<file path="src/core/cmp_pkg.sv">
// Package with register map, field positions and reset values of the comparator control block.
package cmp_pkg;
  localparam logic [3:0] ctrl_addr = 4'h0;
  localparam logic [3:0] port_addr = 4'h1;
  localparam logic [3:0] stat_addr = 4'h2;
  localparam int sel_bit = 7;
  localparam int on_bit = 6;
  localparam int inv_bit = 5;
  localparam int res_bit = 4;
  localparam int path_bit = 3;
  localparam int edge_hi_bit = 2;
  localparam int edge_lo_bit = 1;
  localparam int hyst_bit = 0;
  localparam logic [7:0] ctrl_reset = 8'h81;
  localparam logic [7:0] ctrl_wmask = 8'hef;
  localparam int port_dir_bit = 0;
  localparam int port_data_bit = 1;
  localparam int flag_bit = 0;
  localparam int sleep_bit = 1;
  localparam logic [1:0] edge_rise = 2'h0;
  localparam logic [1:0] edge_fall = 2'h1;
  typedef enum logic [1:0] {st_idle = 2'h0, st_answer = 2'h1} bus_state_t;
endpackage

</file>
<file path="src/core/sync2.sv">
// Two-stage synchroniser for asynchronous single-bit levels.
`timescale 1ns/10ps
`default_nettype none
module sync2 #(
  parameter int width = 1
) (
  // Clock and reset.
  input wire logic clock,
  input wire logic rst_n,
  // Data.
  input wire logic [width-1:0] async_in,
  output logic [width-1:0] sync_out
);
  logic [width-1:0] stage1_reg;

  // Only the second stage reads the first, keeping metastability contained.
  always_ff @(posedge clock or negedge rst_n)
  begin
    if (!rst_n)
    begin
      stage1_reg <= '0;
      sync_out <= '0;
    end
    else
    begin
      stage1_reg <= async_in;
      sync_out <= stage1_reg;
    end
  end
endmodule
`default_nettype wire

</file>
<file path="src/core/comparator_ctrl.sv">
// Digital control and status logic around an analog voltage comparator.
//
// Summary of operation
// - Select bit set connects shared pins to comparator inputs, dropping other functions.
// - Pull-high resistors on comparator pins drop out whenever the comparator owns them.
// - On/off bit zero powers the comparator down; one powers it up.
// - Polarity bit zero passes decision straight, one inverts it.
// - Result bit reads one when plus exceeds minus, swapped when inverted.
// - Path bit zero drives the output pin; one keeps result internal only.
// - Edge field: 00 rising, 01 falling, 1x both edges set the flag.
// - Hysteresis bit adds hysteresis when set; it resets to one.
// - Selected result edge sets the flag and requests interrupt when enabled.
// - Interrupts follow internal result bit after polarity, never the output pin.
// - In sleep or idle, a flag-raising change also raises wake-up.
// - Enabled comparator keeps running and updating during sleep or idle.
// - With pins owned, port read gives zero if direction one, else data.
//
// Decided for this implementation: the placing of the registers and register access over Avalon-MM.
`timescale 1ns/10ps
`default_nettype none
module comparator_ctrl (
  // Clock and reset.
  input wire logic clock,
  input wire logic rst_n,
  // Avalon-MM slave.
  input wire logic [3:0] address,
  input wire logic read,
  input wire logic write,
  input wire logic [31:0] writedata,
  output logic [31:0] readdata,
  output logic waitrequest,
  // Analog comparator macro.
  input wire logic cmp_raw,
  output logic cmp_power_on,
  output logic hyst_enable,
  output logic inputs_connected,
  output logic pullup_disable,
  // Output pin and processor side.
  output logic compare_out_pin,
  output logic compare_out_pin_oe,
  input wire logic irq_enable,
  input wire logic low_power_mode,
  output logic irq_request,
  output logic wakeup_request
);
  logic [7:0] ctrl_reg;
  logic [1:0] port_reg;
  logic flag_reg;
  logic result_reg;
  logic result_prev_reg;
  logic sync_raw;
  logic sync_sleep;
  logic edge_hit;
  logic rise;
  logic fall;
  logic wr_ctrl;
  logic wr_stat;
  cmp_pkg::bus_state_t state_reg;

  // Decode a register hit for one offset; used by reads and writes alike.
  function automatic logic hit(input logic [3:0] a, input logic [3:0] off);
    hit = (a == off);
  endfunction

  // Raw decision and the low-power indication are asynchronous to this clock.
  sync2 #(.width(2)) u_sync (
    .clock(clock),
    .rst_n(rst_n),
    .async_in({low_power_mode, cmp_raw}),
    .sync_out({sync_sleep, sync_raw})
  );

  // Bus handshake: every access takes exactly one wait cycle, so readdata is registered.
  always_ff @(posedge clock or negedge rst_n)
  begin
    if (!rst_n)
      state_reg <= cmp_pkg::st_idle;
    else
    begin
      unique case (state_reg)
        cmp_pkg::st_idle:
          if (read || write)
            state_reg <= cmp_pkg::st_answer;
        cmp_pkg::st_answer:
          state_reg <= cmp_pkg::st_idle;
        default:
          state_reg <= cmp_pkg::st_idle;
      endcase
    end
  end

  // Waitrequest is high unless an answer cycle is in progress.
  always_ff @(posedge clock or negedge rst_n)
  begin
    if (!rst_n)
      waitrequest <= 1'b1;
    else
      waitrequest <= !((read || write) && state_reg == cmp_pkg::st_idle);
  end

  assign wr_ctrl = write && state_reg == cmp_pkg::st_answer && hit(address, cmp_pkg::ctrl_addr);
  assign wr_stat = write && state_reg == cmp_pkg::st_answer && hit(address, cmp_pkg::stat_addr);

  // Control register; the result bit is read-only and ignores writes.
  always_ff @(posedge clock or negedge rst_n)
  begin
    if (!rst_n)
      ctrl_reg <= cmp_pkg::ctrl_reset;
    else if (wr_ctrl)
      ctrl_reg <= writedata[7:0] & cmp_pkg::ctrl_wmask;
  end

  // Port direction and data bits of the shared pin.
  always_ff @(posedge clock or negedge rst_n)
  begin
    if (!rst_n)
      port_reg <= 2'h0;
    else if (write && state_reg == cmp_pkg::st_answer && hit(address, cmp_pkg::port_addr))
      port_reg <= writedata[1:0];
  end

  // Result bit follows the synchronised decision only while powered.
  always_ff @(posedge clock or negedge rst_n)
  begin
    if (!rst_n)
    begin
      result_reg <= 1'b0;
      result_prev_reg <= 1'b0;
    end
    else
    begin
      if (ctrl_reg[cmp_pkg::on_bit])
        result_reg <= sync_raw ^ ctrl_reg[cmp_pkg::inv_bit];
      result_prev_reg <= result_reg;
    end
  end

  // Edges come from the internal result bit, never from the pin.
  assign rise = result_reg && !result_prev_reg;
  assign fall = !result_reg && result_prev_reg;

  always_comb
  begin
    if (ctrl_reg[cmp_pkg::edge_hi_bit])
      edge_hit = rise || fall;
    else if (ctrl_reg[cmp_pkg::edge_lo_bit])
      edge_hit = fall;
    else
      edge_hit = rise;
  end

  // Sticky flag; software writes one to set, zero to clear; a new edge beats a clear.
  always_ff @(posedge clock or negedge rst_n)
  begin
    if (!rst_n)
      flag_reg <= 1'b0;
    else if (edge_hit)
      flag_reg <= 1'b1;
    else if (wr_stat)
      flag_reg <= writedata[cmp_pkg::flag_bit];
  end

  // Interrupt and wake-up requests; a pre-set flag produces no new wake-up.
  always_ff @(posedge clock or negedge rst_n)
  begin
    if (!rst_n)
    begin
      irq_request <= 1'b0;
      wakeup_request <= 1'b0;
    end
    else
    begin
      irq_request <= flag_reg && irq_enable;
      wakeup_request <= edge_hit && !flag_reg && sync_sleep
        && ctrl_reg[cmp_pkg::on_bit];
    end
  end

  // Analog controls and pin routing, registered for clean outputs.
  always_ff @(posedge clock or negedge rst_n)
  begin
    if (!rst_n)
    begin
      cmp_power_on <= 1'b0;
      hyst_enable <= 1'b1;
      inputs_connected <= 1'b1;
      pullup_disable <= 1'b1;
      compare_out_pin <= 1'b0;
      compare_out_pin_oe <= 1'b0;
    end
    else
    begin
      cmp_power_on <= ctrl_reg[cmp_pkg::on_bit];
      hyst_enable <= ctrl_reg[cmp_pkg::hyst_bit];
      inputs_connected <= ctrl_reg[cmp_pkg::sel_bit];
      pullup_disable <= ctrl_reg[cmp_pkg::sel_bit];
      compare_out_pin <= result_reg;
      compare_out_pin_oe <= !ctrl_reg[cmp_pkg::path_bit];
    end
  end

  // Read data, registered in the wait cycle; unmapped offsets read zero.
  always_ff @(posedge clock or negedge rst_n)
  begin
    if (!rst_n)
      readdata <= 32'h0;
    else if (read && state_reg == cmp_pkg::st_idle)
    begin
      readdata <= 32'h0;
      if (hit(address, cmp_pkg::ctrl_addr))
      begin
        readdata[7:0] <= ctrl_reg;
        readdata[cmp_pkg::res_bit] <= result_reg;
      end
      else if (hit(address, cmp_pkg::port_addr))
      begin
        readdata[cmp_pkg::port_dir_bit] <= port_reg[cmp_pkg::port_dir_bit];
        if (ctrl_reg[cmp_pkg::sel_bit])
          readdata[cmp_pkg::port_data_bit] <= port_reg[cmp_pkg::port_dir_bit] ? 1'b0
            : port_reg[cmp_pkg::port_data_bit];
        else
          readdata[cmp_pkg::port_data_bit] <= port_reg[cmp_pkg::port_data_bit];
      end
      else if (hit(address, cmp_pkg::stat_addr))
      begin
        readdata[cmp_pkg::flag_bit] <= flag_reg;
        readdata[cmp_pkg::sleep_bit] <= sync_sleep;
      end
    end
  end
endmodule
`default_nettype wire

</file>
<file path="config.mk">
export PLATFORM = sky130hd
export DESIGN_NAME = comparator_ctrl
export DESIGN_NICKNAME = d
export VERILOG_FILES = /design/src/core/cmp_pkg.sv /design/src/core/sync2.sv /design/src/core/comparator_ctrl.sv
export SDC_FILE = /design/constraint.sdc
export NUM_CORES = 1
export LEC_CHECK = 0
export BUFFER_PORTS_ARGS = -buffer_cell sky130_fd_sc_hd__buf_2
export CELL_PAD_IN_SITES_DETAIL_PLACEMENT = 0
export CELL_PAD_IN_SITES_GLOBAL_PLACEMENT = 1
export CORE_UTILIZATION = 31
export DETAILED_ROUTE_END_ITERATION = 10
export MAX_ROUTING_LAYER = met4
export PLACE_DENSITY_LB_ADDON = 0.12
export SLEW_MARGIN = 0
export SYNTH_ARGS = -nofsm -noshare
export SYNTH_HDL_FRONTEND = slang
export SYNTH_HIERARCHICAL = 1
export SYNTH_SLANG_ARGS = --single-unit
export TNS_END_PERCENT = 5
</file>
<file path="constraint.sdc">
create_clock -name clock -period 1.68 [get_ports clock]
set_input_delay 0.336 -clock clock [delete_from_list [all_inputs] [get_ports clock]]
set_output_delay 0.336 -clock clock [all_outputs]
set_load 0.02 [all_outputs]
</file>
==> run summary <==
Outcome - completed
Clk buf depth - 2
Routed Antenna Nets - 0
Met2 Use GR - 0.179
F_max - 760 MHz
Remaining global-route overflow - 0
Clk pwr share - 0.307
CP Data Required Time - 1.84 ns
Rel. slew slack - 0.529
Standard-cell rows - 24
NumNets Final - 202
Setup crit start kind - flop
Vias in the first global route - 905
Num ports - 84
Cells on worst reg2reg path - 5
Worst hold slack - 0.0950 ns
First drt pass iteration count - 4
#FFs+latches synth - 32
Maximum capacitance violations - 0
Total CTS buffers - 5
R2r startpoint - result_reg
Worst reg2reg path endpoint - flag_reg
Most frequent cells in the layout - buf_2 (34), dfrtp_1 (27), conb_1 (24)
RD Place Congestion - 0.786
Placed Area - 0.00156 mm²
Gr busiest metal - met2
Cell count after synthesis - 116
Layout cells sized above 1 - 0.392
Internal power - 1370 µW
Die width - 69.3 µm
Gr usage total - 0.119
P_sw - 588 µW
Largest net degree at the start of global routing - 33
Tot Pwr - 1960 µW
First-pass GRT wire length - 4200 µm
Yosys synthesis warning count - 6
Crit Path Class - reg2reg
Final Hold Fails - 0
Final non-filler cell area - 0.00165 mm²
Max FFs per register - 8
Root Buffer - clkbuf_8
Clock tree sinks - 32
Worst VDD drop - 0.523 mV
TNS Setup - 0 ns
Clk_lat worst skew - 0.28 ns
Met3 track demand over resource - 0.0480
Clock skew - 0.00650 ns
CP max FO - 5
Comb pwr share - 0.189
Distinct cells, synth - 26
Tcrit/Tclk final - 0.783
GR Util met1 - 0.137
Synthesis-to-layout area growth - 17.5%
Initial antenna violation count - 0
RSZ-0062 raised after global routing - false
Core area - 0.00435 mm²
Leakage Power - 0.000855 µW
DR vias - 891
Commonest non-fill, non-tap cell in the layout - buf_2
1st-iter DRT viols - 66
Seq pwr share - 0.504
Post-CTS Repair Setup Buffers - 0
Final setup violation count - 0
Hold Buf Count CTS - 0
Worst slew pin tran - 0.706 ns
CTS clk-pin slew, worst paths - 0.07 ns
Min-Delay Path Class - in2async
Sequential element share of the synthesized area - 0.575
Final Util - 0.379
Final slew viol count - 0
Die Area - 0.00480 mm²
Initial core utilization - 0.322
WP data arrival - 1.47 ns
Post-Syn Area per Cell - 12.1 µm²
N_diodes - 0
Power density cells - 1190 mW/mm²
WL/cell - 11.9 µm
CTS tree - built
Crit. End Element - flop
FF-to-FF setup slack - 0.36 ns
DRC viols - 0
PortBufs - 34
Mapped cell area - 0.00140 mm²
Sw Ratio - 0.301
Post-layout minimum cycle time - 1.32 ns
CTS resizes - 0
Final wirelength - 2500 µm
Chip Height - 69.3 µm
Via density per instance - 4.24
Placed wire-length estimate - 1810 µm
H-Tree Depth - 2
-- area by class of cell --
| type | instances | area, µm² |
|---|---|---|
| flip-flops and latches | 32 | 807 |
| multi-input cells | 76 | 473 |
| inverters | 5 | 18.8 |
| clock buffers | 6 | 82.6 |
| fillers | 427 | 2710 |
| well taps | 52 | 65.1 |
| repair buffers | 37 | 193 |
| clock inverters | 2 | 10.0 |
-- metrics by stage --
step / cells / worst slack [ns]
4_1_cts: 210 / 0.343
2_1_floorplan: 139 / 0.285
3_3_place_gp: 202 / 0.0939
6_report: 210 / 0.364
3_5_place_dp: 202 / 0.0833
5_1_grt: 210 / 0.284
-- layer usage --
| layer | up-vias | share of wire | wire, µm |
|---|---|---|---|
| met3 | 8 | 0.074 | 184 |
| met4 | 0 | 0.023 | 58 |
| li1 | 429 | - | - |
| met5 | - | 0 | 0 |
| met2 | 37 | 0.45 | 1130 |
| met1 | 417 | 0.45 | 1130 |
-- logic make-up (layout without fill, tap and decap cells) --
family / after synthesis / count (layout) / synth area share
and+or+nand+nor: 23 / 23 / 0.0847
DFF: 32 / 32 / 0.575
xor gates and xnor gates: 1 / 1 / 0.00624
adders and majority gates: 2 / 2 / 0.0178
AOI/OAI and AO/OA: 15 / 15 / 0.0767
other: 1 / 24 / 0.00267
muxes: 11 / 11 / 0.0873
buffers and inverters: 31 / 50 / 0.150
-- cells in the mapped netlist --
cell type / n / share of area
nor2b_1: 1 / 0.0045
ha_1: 2 / 0.018
a21boi_0: 1 / 0.0053
a21oi_1: 2 / 0.0071
inv_2: 1 / 0.0027
nor3_1: 2 / 0.0071
a22o_1: 7 / 0.044
o41ai_1: 1 / 0.0062
nand2b_1: 1 / 0.0045
clkbuf_1: 1 / 0.0027
o21ai_0: 4 / 0.014
and2_1: 1 / 0.0045
xnor2_1: 1 / 0.0062
or4_1: 1 / 0.0053
inv_1: 4 / 0.011
dfstp_2: 5 / 0.094
mux2_2: 10 / 0.080
nand4_1: 3 / 0.013
nor4_2: 1 / 0.0089
nand2_1: 6 / 0.016
dfrtp_1: 27 / 0.48
buf_4: 25 / 0.13
nor2_1: 6 / 0.016
conb_1: 1 / 0.0027
mux2i_1: 1 / 0.0071
or2_1: 1 / 0.0045
-- worst max-delay path by stage --
stage          slack [ns]       start        endpoint
3_3_place_gp         0.09  address[3]        flag_reg
6_report             0.36  result_reg        flag_reg
2_1_floorplan        0.29  address[3]        flag_reg
3_5_place_dp         0.08  address[3]        flag_reg
5_1_grt              0.28  result_reg  wakeup_request
4_1_cts              0.34  result_reg        flag_reg
-- power by group through the flow --
stage          clock network (µW)  logic (µW)  registers (µW)
3_3_place_gp                    0         368             998
3_5_place_dp                    0         375            1000
4_1_cts                       625         377             988
2_1_floorplan                   0         247            1040
6_report                      600         370             986
5_1_grt                       658         419            1000
-- worst max-delay path, cell delays in order, from the launching register on --
cell and delay, ns:
dfrtp_1 0.40, inv_1 0.07, ha_1 0.17, mux2_2 0.25
o21ai_0 0.22, nand2_1 0.08
(Power assumes the default switching activity.)
